[config.mk]
export PLATFORM = sky130hd
export DESIGN_NAME = nocl_config_loader
export DESIGN_NICKNAME = d
export VERILOG_FILES = /design/src/nocl_pkg.sv /design/src/nocl_config_loader.sv /design/src/nocl_offset_comp.sv
export VERILOG_INCLUDE_DIRS = /design/src
export SDC_FILE = /design/constraint.sdc
export NUM_CORES = 1
export LEC_CHECK = 0
export BUFFER_PORTS_ARGS = -buffer_cell sky130_fd_sc_hd__buf_2
export CORE_ASPECT_RATIO = 0.5
export CORE_UTILIZATION = 62
export DETAILED_ROUTE_END_ITERATION = 6
export GPL_TIMING_DRIVEN = 0
export PLACE_DENSITY = 0.88
export SYNTH_ARGS = -nofsm -noshare
export SYNTH_HDL_FRONTEND = slang
export SYNTH_SLANG_ARGS = --single-unit
[constraint.sdc]
create_clock -name clk_sys_in -period 9.9 [get_ports clk_sys_in]
set_clock_uncertainty 0.1 [all_clocks]
set_input_delay 0.495 -clock clk_sys_in [delete_from_list [all_inputs] [get_ports clk_sys_in]]
set_output_delay 0.495 -clock clk_sys_in [all_outputs]
set_load 0.03 [all_outputs]
[src/nocl_regs.svh]
// Register map constants and operating summary of the NVM offset configuration loader.
// Summary of operation
// - The offset is subtracted from raw and filtered samples, saturating at the signed limits.
// - Each axis offset is an 8-bit two's complement value of 3.9 mg per LSB, spanning plus or minus half a g.
// - Offset scaling stays the same whatever acceleration range is selected.
// - Correction applies only while the offset enable bit of the persistent config is one.
// - The first sample after a host write to an offset register is flagged invalid.
// - Only persistent config and the three offsets have NVM copies, and their images are ordinary.
// - Every image update copies the NVM contents into the images, which the host may then overwrite.
// - After reset or soft reset the NVM is loaded and command ready reads zero until it completes.
// - Programming rewrites the whole NVM and command ready reads zero while it runs.
// - A program command only starts when advanced power save is zero.
// - Until the boot load has finished, host writes are dropped and reads return the status register.
// - During an NVM load or program writes are dropped and reads return the status register.
// - Code 0xb6 in the command register soft resets and reloads the configuration after a delay.
`ifndef NOCL_REGS_SVH
`define NOCL_REGS_SVH

// ****************************************************************
// Register addresses
// ****************************************************************
`define NOCL_ADDR_STATUS 8'h03
`define NOCL_ADDR_PERSISTENT_CONFIG_REG 8'h70
`define NOCL_ADDR_OFF_X 8'h71
`define NOCL_ADDR_OFF_Y 8'h72
`define NOCL_ADDR_OFF_Z 8'h73
`define NOCL_ADDR_NVM_CTL 8'h6a
`define NOCL_ADDR_POWER_CONFIG_REG 8'h7c
`define NOCL_ADDR_CMD 8'h7e

// ****************************************************************
// Fields, resets, commands and timing
// ****************************************************************
`define NOCL_BIT_OFF_EN 3
`define NOCL_BIT_PROG_EN 1
`define NOCL_BIT_ADV_PS 0
`define NOCL_BIT_CMD_RDY 4
`define NOCL_POWER_CONFIG_REG_RST 8'h03
`define NOCL_ZERO8 8'h00
`define NOCL_CMD_SOFTRESET 8'hb6
`define NOCL_CMD_NVM_PROG_DEF 8'ha0
`define NOCL_NVM_WORDS 4
`define NOCL_SRST_DELAY_NS 1000
`define NOCL_CLK_NS 8
`define NOCL_NVM_STEP_CYC 8'h04

`endif

[src/nocl_pkg.sv]
// Types shared by the NVM offset configuration loader.
package nocl_pkg;

  typedef struct packed {
    logic [7:0] addr;
    logic [7:0] wdata;
    logic wr;
    logic rd;
  } nocl_bus_req_type;

  typedef struct packed {
    logic signed [15:0] x;
    logic signed [15:0] y;
    logic signed [15:0] z;
  } nocl_sample_type;

  typedef enum logic [4:0] {
    ST_BOOT = 5'b00001,
    ST_LOAD = 5'b00010,
    ST_IDLE = 5'b00100,
    ST_PROG = 5'b01000,
    ST_SRST = 5'b10000
  } nocl_state_type;

endpackage

[src/nocl_config_loader.sv]
// NVM-backed configuration loader with register port and offset compensation.
//
// The placing of the registers and the address-and-strobe port were chosen for this implementation.
`timescale 1ns/1ps
`default_nettype none

`include "nocl_regs.svh"

module nocl_config_loader
  import nocl_pkg::*;
#(
  parameter logic [7:0] NVM_PROG_CODE = `NOCL_CMD_NVM_PROG_DEF
)
(
  // Clock and reset
  input wire logic clk_sys_in,
  input wire logic rst_in,
  // Register port
  input wire logic [7:0] reg_addr_in,
  input wire logic [7:0] reg_wdata_in,
  input wire logic reg_wr_in,
  input wire logic reg_rd_in,
  output logic [7:0] reg_rdata_out,
  // Pre-filter sample stream
  input wire logic raw_valid_in,
  input wire nocl_sample_type raw_sample_in,
  output logic raw_valid_out,
  output nocl_sample_type raw_sample_out,
  // Filtered sample stream
  input wire logic filt_valid_in,
  input wire nocl_sample_type filt_sample_in,
  output logic filt_valid_out,
  output nocl_sample_type filt_sample_out,
  // Sample and command status
  output logic sample_invalid_out,
  output logic cmd_ready_out
);

  // ****************************************************************
  // Timing
  // ****************************************************************
  localparam int SRST_CYC_INT = (`NOCL_SRST_DELAY_NS + `NOCL_CLK_NS - 1) / `NOCL_CLK_NS;
  localparam logic [7:0] SRST_CYC = SRST_CYC_INT[7:0];

  // ****************************************************************
  // State
  // ****************************************************************
  nocl_bus_req_type req;
  nocl_state_type state_reg;
  logic [7:0] nvm_mem [0:`NOCL_NVM_WORDS-1];
  logic [7:0] persistent_config_reg_reg;
  logic [7:0] off_x_reg;
  logic [7:0] off_y_reg;
  logic [7:0] off_z_reg;
  logic [7:0] nvm_ctl_reg;
  logic [7:0] power_config_reg_reg;
  logic [7:0] timer_reg;
  logic [1:0] idx_reg;
  logic off_written_reg;
  logic busy;
  logic wr_ok;
  logic [7:0] status_val;
  logic [7:0] read_val;
  logic cmd_prog;
  logic cmd_srst;

  assign req = '{addr: reg_addr_in, wdata: reg_wdata_in, wr: reg_wr_in, rd: reg_rd_in};
  assign busy = (state_reg != ST_IDLE);
  // Writes during boot, load, program or soft reset are dropped.
  assign wr_ok = req.wr && !busy;
  assign cmd_prog = wr_ok && (req.addr == `NOCL_ADDR_CMD) && (req.wdata == NVM_PROG_CODE)
                    && nvm_ctl_reg[`NOCL_BIT_PROG_EN]
                    && !power_config_reg_reg[`NOCL_BIT_ADV_PS];
  assign cmd_srst = wr_ok && (req.addr == `NOCL_ADDR_CMD)
                    && (req.wdata == `NOCL_CMD_SOFTRESET);

  function automatic logic [7:0] image_word(input logic [1:0] i, input logic [7:0] c,
                                            input logic [7:0] x, input logic [7:0] y,
                                            input logic [7:0] z);
    begin
      case (i)
        2'h0: image_word = c;
        2'h1: image_word = x;
        2'h2: image_word = y;
        default: image_word = z;
      endcase
    end
  endfunction

  // ****************************************************************
  // Sequencer
  // ****************************************************************
  always_ff @(posedge clk_sys_in)
  begin
    if (rst_in)
    begin
      state_reg <= ST_BOOT;
      timer_reg <= `NOCL_ZERO8;
      idx_reg <= 2'h0;
    end
    else
    begin
      case (state_reg)
        ST_BOOT:
        begin
          state_reg <= ST_LOAD;
          timer_reg <= `NOCL_NVM_STEP_CYC;
          idx_reg <= 2'h0;
        end
        ST_LOAD, ST_PROG:
        begin
          if (timer_reg != `NOCL_ZERO8)
          begin
            timer_reg <= timer_reg - 8'h01;
          end
          else
          begin
            timer_reg <= `NOCL_NVM_STEP_CYC;
            idx_reg <= idx_reg + 2'h1;
            if (idx_reg == 2'(`NOCL_NVM_WORDS - 1))
            begin
              state_reg <= ST_IDLE;
            end
          end
        end
        ST_IDLE:
        begin
          if (cmd_srst)
          begin
            state_reg <= ST_SRST;
            timer_reg <= SRST_CYC;
          end
          else if (cmd_prog)
          begin
            state_reg <= ST_PROG;
            timer_reg <= `NOCL_NVM_STEP_CYC;
            idx_reg <= 2'h0;
          end
        end
        ST_SRST:
        begin
          if (timer_reg != `NOCL_ZERO8)
          begin
            timer_reg <= timer_reg - 8'h01;
          end
          else
          begin
            state_reg <= ST_BOOT;
          end
        end
        default:
        begin
          state_reg <= ST_BOOT;
        end
      endcase
    end
  end

  // ****************************************************************
  // NVM array
  // ****************************************************************
  // Contents survive both resets, as non-volatile storage should.
  // They hold unknown values until the first program, so the first boot loads unknown images.
  always_ff @(posedge clk_sys_in)
  begin
    if (state_reg == ST_PROG && timer_reg == `NOCL_ZERO8)
    begin
      nvm_mem[idx_reg] <= image_word(idx_reg, persistent_config_reg_reg, off_x_reg, off_y_reg,
                                     off_z_reg);
    end
  end

  // ****************************************************************
  // Image registers
  // ****************************************************************
  always_ff @(posedge clk_sys_in)
  begin
    if (rst_in || state_reg == ST_BOOT)
    begin
      persistent_config_reg_reg <= `NOCL_ZERO8;
      off_x_reg <= `NOCL_ZERO8;
      off_y_reg <= `NOCL_ZERO8;
      off_z_reg <= `NOCL_ZERO8;
    end
    else if (state_reg == ST_LOAD && timer_reg == `NOCL_ZERO8)
    begin
      case (idx_reg)
        2'h0: persistent_config_reg_reg <= nvm_mem[0];
        2'h1: off_x_reg <= nvm_mem[1];
        2'h2: off_y_reg <= nvm_mem[2];
        default: off_z_reg <= nvm_mem[3];
      endcase
    end
    else if (wr_ok)
    begin
      case (req.addr)
        `NOCL_ADDR_PERSISTENT_CONFIG_REG: persistent_config_reg_reg <= req.wdata;
        `NOCL_ADDR_OFF_X: off_x_reg <= req.wdata;
        `NOCL_ADDR_OFF_Y: off_y_reg <= req.wdata;
        `NOCL_ADDR_OFF_Z: off_z_reg <= req.wdata;
        default: persistent_config_reg_reg <= persistent_config_reg_reg;
      endcase
    end
  end

  // ****************************************************************
  // Volatile control registers
  // ****************************************************************
  always_ff @(posedge clk_sys_in)
  begin
    if (rst_in || state_reg == ST_BOOT)
    begin
      nvm_ctl_reg <= `NOCL_ZERO8;
      power_config_reg_reg <= `NOCL_POWER_CONFIG_REG_RST;
    end
    else if (wr_ok && req.addr == `NOCL_ADDR_NVM_CTL)
    begin
      nvm_ctl_reg <= req.wdata & (8'h01 << `NOCL_BIT_PROG_EN);
    end
    else if (wr_ok && req.addr == `NOCL_ADDR_POWER_CONFIG_REG)
    begin
      power_config_reg_reg <= req.wdata & 8'h03;
    end
  end

  // ****************************************************************
  // Invalid sample marking
  // ****************************************************************
  // A new write re-arms the flag even if a sample consumes it in the same cycle.
  always_ff @(posedge clk_sys_in)
  begin
    if (rst_in)
    begin
      off_written_reg <= 1'b0;
    end
    else if (wr_ok && (req.addr == `NOCL_ADDR_OFF_X || req.addr == `NOCL_ADDR_OFF_Y
                       || req.addr == `NOCL_ADDR_OFF_Z))
    begin
      off_written_reg <= 1'b1;
    end
    else if (raw_valid_in)
    begin
      off_written_reg <= 1'b0;
    end
  end

  always_ff @(posedge clk_sys_in)
  begin
    if (rst_in)
    begin
      sample_invalid_out <= 1'b0;
    end
    else if (raw_valid_in)
    begin
      sample_invalid_out <= off_written_reg;
    end
  end

  // ****************************************************************
  // Read path
  // ****************************************************************
  assign status_val = busy ? `NOCL_ZERO8 : (8'h01 << `NOCL_BIT_CMD_RDY);
  assign cmd_ready_out = !busy;

  always_comb
  begin
    case (req.addr)
      `NOCL_ADDR_STATUS: read_val = status_val;
      `NOCL_ADDR_PERSISTENT_CONFIG_REG: read_val = persistent_config_reg_reg;
      `NOCL_ADDR_OFF_X: read_val = off_x_reg;
      `NOCL_ADDR_OFF_Y: read_val = off_y_reg;
      `NOCL_ADDR_OFF_Z: read_val = off_z_reg;
      `NOCL_ADDR_NVM_CTL: read_val = nvm_ctl_reg;
      `NOCL_ADDR_POWER_CONFIG_REG: read_val = power_config_reg_reg;
      default: read_val = `NOCL_ZERO8;
    endcase
  end

  always_ff @(posedge clk_sys_in)
  begin
    if (rst_in)
    begin
      reg_rdata_out <= `NOCL_ZERO8;
    end
    else if (req.rd)
    begin
      reg_rdata_out <= busy ? status_val : read_val;
    end
  end

  // ****************************************************************
  // Offset compensation on both paths
  // ****************************************************************
  nocl_offset_comp u_raw_comp (
    .clk_sys_in(clk_sys_in),
    .rst_in(rst_in),
    .enable_in(persistent_config_reg_reg[`NOCL_BIT_OFF_EN]),
    .off_x_in(off_x_reg),
    .off_y_in(off_y_reg),
    .off_z_in(off_z_reg),
    .valid_in(raw_valid_in),
    .sample_in(raw_sample_in),
    .valid_out(raw_valid_out),
    .sample_out(raw_sample_out)
  );

  nocl_offset_comp u_filt_comp (
    .clk_sys_in(clk_sys_in),
    .rst_in(rst_in),
    .enable_in(persistent_config_reg_reg[`NOCL_BIT_OFF_EN]),
    .off_x_in(off_x_reg),
    .off_y_in(off_y_reg),
    .off_z_in(off_z_reg),
    .valid_in(filt_valid_in),
    .sample_in(filt_sample_in),
    .valid_out(filt_valid_out),
    .sample_out(filt_sample_out)
  );

endmodule

`default_nettype wire

[src/nocl_offset_comp.sv]
// Per-axis offset subtraction with saturation for one sample stream.
`timescale 1ns/1ps
`default_nettype none

module nocl_offset_comp
  import nocl_pkg::*;
(
  // Clock and reset
  input wire logic clk_sys_in,
  input wire logic rst_in,
  // Control
  input wire logic enable_in,
  input wire logic [7:0] off_x_in,
  input wire logic [7:0] off_y_in,
  input wire logic [7:0] off_z_in,
  // Sample stream
  input wire logic valid_in,
  input wire nocl_sample_type sample_in,
  output logic valid_out,
  output nocl_sample_type sample_out
);

  // Offset LSB equals 3.9 mg; samples are subtracted as given, with no scaling for range.
  function automatic logic signed [15:0] sub_sat(input logic signed [15:0] s,
                                                 input logic [7:0] off);
    logic signed [16:0] d;
    begin
      d = {s[15], s} - {{9{off[7]}}, off};
      if (d[16] != d[15])
      begin
        sub_sat = d[16] ? 16'sh8000 : 16'sh7fff;
      end
      else
      begin
        sub_sat = d[15:0];
      end
    end
  endfunction

  always_ff @(posedge clk_sys_in)
  begin
    if (rst_in)
    begin
      valid_out <= 1'b0;
      sample_out <= '0;
    end
    else
    begin
      valid_out <= valid_in;
      if (valid_in)
      begin
        if (enable_in)
        begin
          sample_out.x <= sub_sat(sample_in.x, off_x_in);
          sample_out.y <= sub_sat(sample_in.y, off_y_in);
          sample_out.z <= sub_sat(sample_in.z, off_z_in);
        end
        else
        begin
          sample_out <= sample_in;
        end
      end
    end
  end

endmodule

`default_nettype wire

==> results by group, run 1 <==
Setup path
  • Top Family by Delay on Critical Path: compound AO/OA/AOI/OAI gates
  • Setup crit start kind: flip-flop
  • CP endpoint kind: flip-flop
  • CP Max Fanout: 10
  • Reg2reg path depth: 15
  • R2R Path Start: off_y_reg[0]$_SDFFE_PP0P_
  • CP Buf/Inv Count: 2
  • CP dominant cell by count: o21ai_0
  • CP max stage delay: just under 0.6 ns
  • WS Path Type: flip-flop to flip-flop
  • WP data arrival: a little under 5 ns
  • Max stage delay cell, worst path: dfxtp_1
  • CP Cell Sequence: ha_1, inv_1, fa_1, a21o_1, a21oi_1, o211ai_1, a221oi_1, o21ai_0, o21ai_0, ha_1, a21o_1, o21ai_0, buf_2, o21a_1, nor3_1
  • Register-to-register setup slack: just over 5 ns
  • Worst EP required: between 10 and 15 ns
  • Worst reg2reg path endpoint: u_raw_comp.sample_out[16]$_SDFFE_PP0P_

Power and ir drop
  • Pleak: between 6 and 7 nW
  • PnR Total Power: 2.113 mW
  • Power Dens Cells: around 140 nW/um^2
  • Peak VDD IR: 112.5 uV

STA
  • RSZ-0062 raised after global routing: false
  • Fmax achieved: roughly 0.21 GHz
  • Fin crit period: ~4.7 ns
  • Final setup margin: ~5.2 ns
  • Final Cycle Share: between 40% and 50%
  • Hold violation total from the final report: 0
  • Slew Limit Fails: 0
  • Setup_tns: 0 ns
  • Least-Margin Pin Slew: 1.127 ns
  • Slew Limit Headroom: between 20% and 30%
  • Final setup viols: 0

Final layout
  • Share of cells above drive strength 1: between 15 and 20%
  • # nets final: slightly above 2000
  • Filler Cell Count: 1595
  • Synth-to-Final Area Change: 15.60%
  • Multi-input gate area: between 8000 and 9000 um^2
  • Top Registers: u_filt_comp.sample_out x48, u_raw_comp.sample_out x48, nvm_mem x32
  • Flip-flop and latch area: 4124 um^2

Routing
  • DR vias: 13595
  • DRC: 0
  • Final WL: 42930 um
  • DR WL/cell: 20.66 um
  • Drt first pass iters: 6
  • Vias per std cell: 6.542
  • DRT antenna net count: 0
  • Initial DRC count: 1759

Synthesis
  • Synthesized Nets: about 1800
  • Ys async rst share: 0%
  • Number of synthesis warnings: 0
  • Post-synthesis mux area share: 2.979%
  • Main flop type after synthesis: dfxtp_1
  • Distinct cells, synth: 84
  • Avg Cell Area, Syn: between 8 and 9 um^2
  • Post-synth EDFFs: 32
  • Synth Area in Compound Gates: 27.52%
  • Simple logic cell fraction of the synthesized area: about 18%
  • XOR/XNOR Fraction of Synth Area: under 10%
  • Largest family of logic cells by synthesized area: compound AO/OA/AOI/OAI gates
  • Adder-Cell Fraction of Synth Area: 11.51%
  • Post-Syn Area: about 13000 um^2
  • Yosys reg bits: between 150 and 200
  • Sequential fraction of the synthesis area: approximately a third
  • Post-Syn Instances: approximately 1600

Floorplan
  • Chip width: 207.3 um
  • Area of the core: around 21000 um^2
  • Area of the die: between 20000 and 25000 um^2
  • # IOs: roughly 230
  • Initial Util: 63.40%
  • FP Rows: 37
  • Die height: between 100 and 150 um

Min path
  • Min-Delay Path Depth: 3
  • Hold Crit Start: filt_sample_in[28]
  • HP Class: primary input to flip-flop
  • Hold path endpoint: u_filt_comp.sample_out[28]$_SDFFE_PP0P_

Global routing
  • Total Routing Usage GR: 39.32%
  • Initial antenna violation count: 1
  • Vias in the first global route: 12597
  • Total grt overflow: 0
  • Largest net degree at the start of global routing: 20
  • Global-route wire length before repair: 66540 um

Placed design
  • Routability Congestion: 1.000
  • Post-DP HPWL: 32240 um
  • DP Worst Slack: about 5.4 ns
  • I/O Buffers: 221

Clock tree
  • Clock transition at the registers of the reported paths: ~0.070 ns
  • Number of CTS-inserted buffers: 17
  • Clk root buf: clkbuf_16
  • H-tree levels: 4
  • Clock latency on the worst-skew pair: about 0.46 ns
  • Max Root-Sink Buffers: 2
  • Clk sinks: 190
  • Setup bufs post-CTS: 0
  • Cts repair resizes: 0
  • Post-CTS Hold Fix Bufs: 0
  • CTS tree: built

Status
  • Run status: completed

Job
  • Max_cap viols: 0
[layout make-up]
class | instances | area share [%]
clock inverters | 14 | 1.044
diodes | 1 | 0.01657
clock buffers | 18 | 2.842
multi-input cells | 1221 | 55.52
inverters | 65 | 1.616
plain buffers | 75 | 2.063
well taps | 273 | 2.262
repair buffers | 221 | 7.326
flip-flops and latches | 190 | 27.31
[synth_stat cells (9+ instances only)]
library cell,n,area share (%)
nor3_1,32,1.2
o21ai_0,78,3.0
xnor2_1,44,3.0
a31oi_1,23,1.1
mux2i_1,22,1.7
a311oi_1,13,0.87
o22ai_1,41,2.0
nand2b_1,37,1.8
nand3_1,21,0.80
dfxtp_1,158,24
ha_1,109,10
inv_1,63,1.8
nand2_1,102,2.9
and2_1,9,0.43
buf_2,12,0.46
edfxtp_1,32,7.4
a21oi_1,150,5.7
a211oi_1,67,3.9
nor2_1,153,4.4
nor2b_1,33,1.6
o21a_1,25,1.4
nor4_1,10,0.48
o221ai_1,21,1.4
or3_1,9,0.43
a21o_1,21,1.2
xor2_1,21,1.4
and3_1,15,0.72
clkbuf_1,56,1.6
nor3b_1,18,1.0
[worst max path at each step]
| stage | depth (start not counted) | start | to |
|---|---|---|---|
| 4_1_cts | 14 | off_y_reg[7]$_SDFFE_PP0P_ | u_raw_comp.sample_out[16]$_SDFFE_PP0P_ |
| 3_3_place_gp | 17 | raw_sample_in[16] | u_raw_comp.sample_out[16]$_SDFFE_PP0P_ |
| 6_report | 15 | off_y_reg[0]$_SDFFE_PP0P_ | u_raw_comp.sample_out[16]$_SDFFE_PP0P_ |
| 5_1_grt | 15 | off_y_reg[1]$_SDFFE_PP0P_ | u_filt_comp.sample_out[23]$_SDFFE_PP0P_ |
| 2_1_floorplan | 14 | raw_sample_in[1] | u_raw_comp.sample_out[0]$_SDFFE_PP0P_ |
| 3_5_place_dp | 17 | raw_sample_in[16] | u_raw_comp.sample_out[16]$_SDFFE_PP0P_ |
[placed cells by master (no fill, tap or decap), types with 25 or more instances in the layout]
cell type	count
buf_2	233
nand2b_1	37
clkbuf_1	57
o22ai_1	41
nor2b_1	33
dfxtp_1	158
nor3_1	32
a211oi_1	67
edfxtp_1	32
inv_1	63
xnor2_1	44
o21ai_0	78
a21oi_1	150
nand2_1	102
o21a_1	25
nor2_1	153
ha_1	109
[worst register-to-register path, cell delays in order (launching register included)]
cell and delay [ns]:
dfxtp_1 0.59, ha_1 0.25, inv_1 0.05, fa_1 0.40, a21o_1 0.20, a21oi_1 0.30
o211ai_1 0.17, a221oi_1 0.45, o21ai_0 0.30, o21ai_0 0.38, ha_1 0.40, a21o_1 0.19
o21ai_0 0.21, buf_2 0.35, o21a_1 0.17, nor3_1 0.05
[per-layer routing]
metal | wire (um) | up-vias | global-route usage (%)
li1 | - | 6261 | -
met1 | 17390 | 6370 | 51.25
met2 | 19020 | 830 | 61.92
met3 | 4943 | 134 | 9.769
met4 | 1575 | 0 | 17.59
met5 | 0 | - | 0
[kinds of logic (layout without fill, tap and decap cells)]
kind of cell	count (synthesis)	after routing
muxes	30	30
and+or+nand+nor	471	471
buffers and inverters	140	393
other	0	1
AOI/OAI and AO/OA	537	537
DFF	190	190
adders and majority gates	117	117
xor gates and xnor gates	66	66
[where the power goes]
part	switching (mW)	internal, mW	leakage, nW	total, mW
Sequential	0.0219	0.817	1.57	0.839
Combinational	0.365	0.196	4.17	0.561
Clock	0.337	0.377	0.287	0.713
Total	0.723	1.39	6.03	2.11
[per-stage QoR]
| stage | std cells | area [um^2] | hold WS [ns] | utilization (%) |
|---|---|---|---|---|
| final | 2078 | 15100 | 0.1847 | 73.29 |
| after global routing | 2078 | 15100 | 0.1974 | 73.29 |
| after CTS | 2077 | 15100 | 0.1861 | 73.28 |
| after detailed placement | 2045 | 14510 | 0.3475 | 70.43 |
| after global placement | 2045 | 14510 | 0.3501 | 70.43 |
| after floorplan | 1551 | 13060 | 0.3400 | - |
(Power assumes the default switching activity.)
==> inputs of run 2 (changes only) <==
- CORE_UTILIZATION: 62 -> 58
- PLACE_DENSITY: 0.88 -> 0.83
- clock period: 9.9 -> 4.95 ns (I/O delays scaled with it)
==> results by group, run 2 (synthesis gave the netlist of run 1 again) <==
Placed design
  • Routability Congestion: 0.9878
  • I/O Buffers: between 200 and 250
  • Post-DP HPWL: 32580 um

Setup path
  • CP Cell Sequence: inv_1, ha_1, nor2b_1, o31a_1, o21ai_0, a21oi_1, nor4_1, o31ai_1, and2_1, o311ai_0, ha_1, nand2_1, o21ai_1, o221ai_1, a21oi_1
  • CP endpoint kind: flip-flop
  • CP Max Fanout: 9
  • Setup crit start kind: flip-flop
  • CP max stage delay: about 0.58 ns
  • WP data arrival: 4.98 ns
  • Max stage delay cell, worst path: o21ai_1
  • WS Path Type: flip-flop to flip-flop
  • Top Family by Delay on Critical Path: compound AO/OA/AOI/OAI gates
  • CP Buf/Inv Count: 1
  • Worst EP required: 5.23 ns

Final layout
  • Commonest non-fill, non-tap cells in the layout: buf_2, dfxtp_1, nor2_1
  • Synth-to-Final Area Change: 17.83%
  • Top Registers: u_filt_comp.sample_out x48, u_raw_comp.sample_out x48, nvm_mem x32
  • Most common cell after layout, fill and taps aside: buf_2
  • Post-Route Utilization: between 70% and 80%
  • Filler Cell Count: 1795
  • # nets final: around 2100
  • Share of cells above drive strength 1: between 10% and 20%

Global routing
  • Met2 GRT Util: about 56%
  • Global-route wire length before repair: 65650 um
  • Initial antenna violation count: 2
  • Vias in the first global route: ~12000
  • Total Routing Usage GR: between 30% and 40%
  • Largest net degree at the start of global routing: 20
  • Met1 global-route usage: between 40% and 50%
  • Gr busiest metal: met2
  • Total grt overflow: 0
  • GR Util met3: about 8%

STA
  • Fin crit period: between 4 and 5 ns
  • RSZ-0062 raised after global routing: false
  • Least-Margin Pin Slew: ~1 ns
  • Final setup viols: 0
  • Hold violation total from the final report: 0
  • Slew Limit Fails: 0
  • Final Cycle Share: 94.85%
  • Setup_tns: 0 ns
  • Fmax achieved: around 0.21 GHz
  • Slew Limit Headroom: around 32%

Routing
  • Final WL: 42920 um
  • DR vias: approximately 14000
  • DRC: 8
  • DR WL/cell: 20.08 um
  • DRT antenna net count: 0
  • Vias per std cell: about 6.3
  • Drt first pass iters: 7
  • Initial DRC count: roughly 1400

Min path
  • HP Class: primary input to flip-flop

Clock tree
  • Clk root buf: clkbuf_16
  • CTS tree: built
  • Max Root-Sink Buffers: 2
  • Clock latency on the worst-skew pair: around 0.46 ns
  • H-tree levels: 4
  • Clock transition at the registers of the reported paths: approximately 0.07 ns
  • Clk sinks: 190
  • Number of CTS-inserted buffers: 17

Floorplan
  • Area of the die: between 20000 and 25000 um^2
  • FP Rows: 38
  • Chip width: between 200 and 250 um
  • Area of the core: around 22000 um^2
  • Die height: approximately 110 um
  • Initial Util: between 50% and 60%
  • # IOs: between 200 and 250

Power and ir drop
  • Power Dens Cells: 266.9 nW/um^2
  • Pleak: 6.138 nW
  • Peak VDD IR: about 240 uV
  • PnR Total Power: a little over 4 mW

Job
  • Max_cap viols: 0

Status
  • Failing checks: DRC
  • Run status: finished, violations left
run 2: cell types whose count changed in the layout (fill, tap and decap cells not counted), sizes merged:
cell,delta
dlygate4sd3,+28
clkbuf,+3
inv,-1
bufinv,-2
clkinv,-1
buf,+5
run 2: worst paths after layout:
path / to / from / cells past startpoint / slack (ns)
max: u_filt_comp.sample_out[21]$_SDFFE_PP0P_ / off_y_reg[1]$_SDFFE_PP0P_ / 15 / 0.25
min: u_raw_comp.sample_out[12]$_SDFFE_PP0P_ / raw_sample_in[12] / 3 / 0.01
max reg2reg: u_filt_comp.sample_out[21]$_SDFFE_PP0P_ / off_y_reg[1]$_SDFFE_PP0P_ / 15 / 0.25
min reg2reg: u_filt_comp.sample_out[42]$_SDFFE_PP0P_ / u_filt_comp.sample_out[42]$_SDFFE_PP0P_ / 2 / 0.37
run 2: area by class of cell:
class	instances	area (um^2)	area share [%]
clock inverters	10	82.58	0.5366
plain buffers	75	311.5	2.024
inverters	65	247.7	1.610
clock buffers	21	440.4	2.862
multi-input cells	1221	8382	54.46
well taps	300	375.4	2.439
diodes	1	2.502	0.01626
flip-flops and latches	190	4124	26.80
repair buffers	254	1424	9.252
run 2: power by group:
group / total (mW) / switching (mW) / internal (mW)
Clock: 1.29 / 0.644 / 0.649
Sequential: 1.68 / 0.0453 / 1.64
Combinational: 1.13 / 0.728 / 0.406
Total: 4.11 / 1.42 / 2.69
run 2: worst min-delay path, stage by stage:
cell	delay, ns
buf_2	0.09
o22ai_1	0.07
nor3_1	0.11
run 2: per-stage QoR:
stage	worst slack (ns)	cell area [um^2]	hold WS, ns	std cells
after detailed placement	0.4029	14540	0.3559	2072
final	0.2549	15390	0.01458	2137
after global routing	0.006490	15390	0.02027	2137
after CTS	0.3955	15350	0.006080	2131
after global placement	0.4466	14540	0.3567	2072
after floorplan	1.232	13060	0.2861	1551
run 2: layer usage:
metal	up-vias	share of wire, %	wire [um]
met3	136	10	4278
li1	6347	-	-
met1	6331	42	18140
met2	693	43	18650
met4	2	4.3	1842
met5	-	0.030	13
run 2: timing repair:
item | 4_1_cts | 5_1_grt
resized for setup | 0 | 1
setup endpoints to repair | 0 | 1
buffers inserted | 0 | 5
endpoints found under the hold margin | 28 | 0
hold buffers | 28 | 0
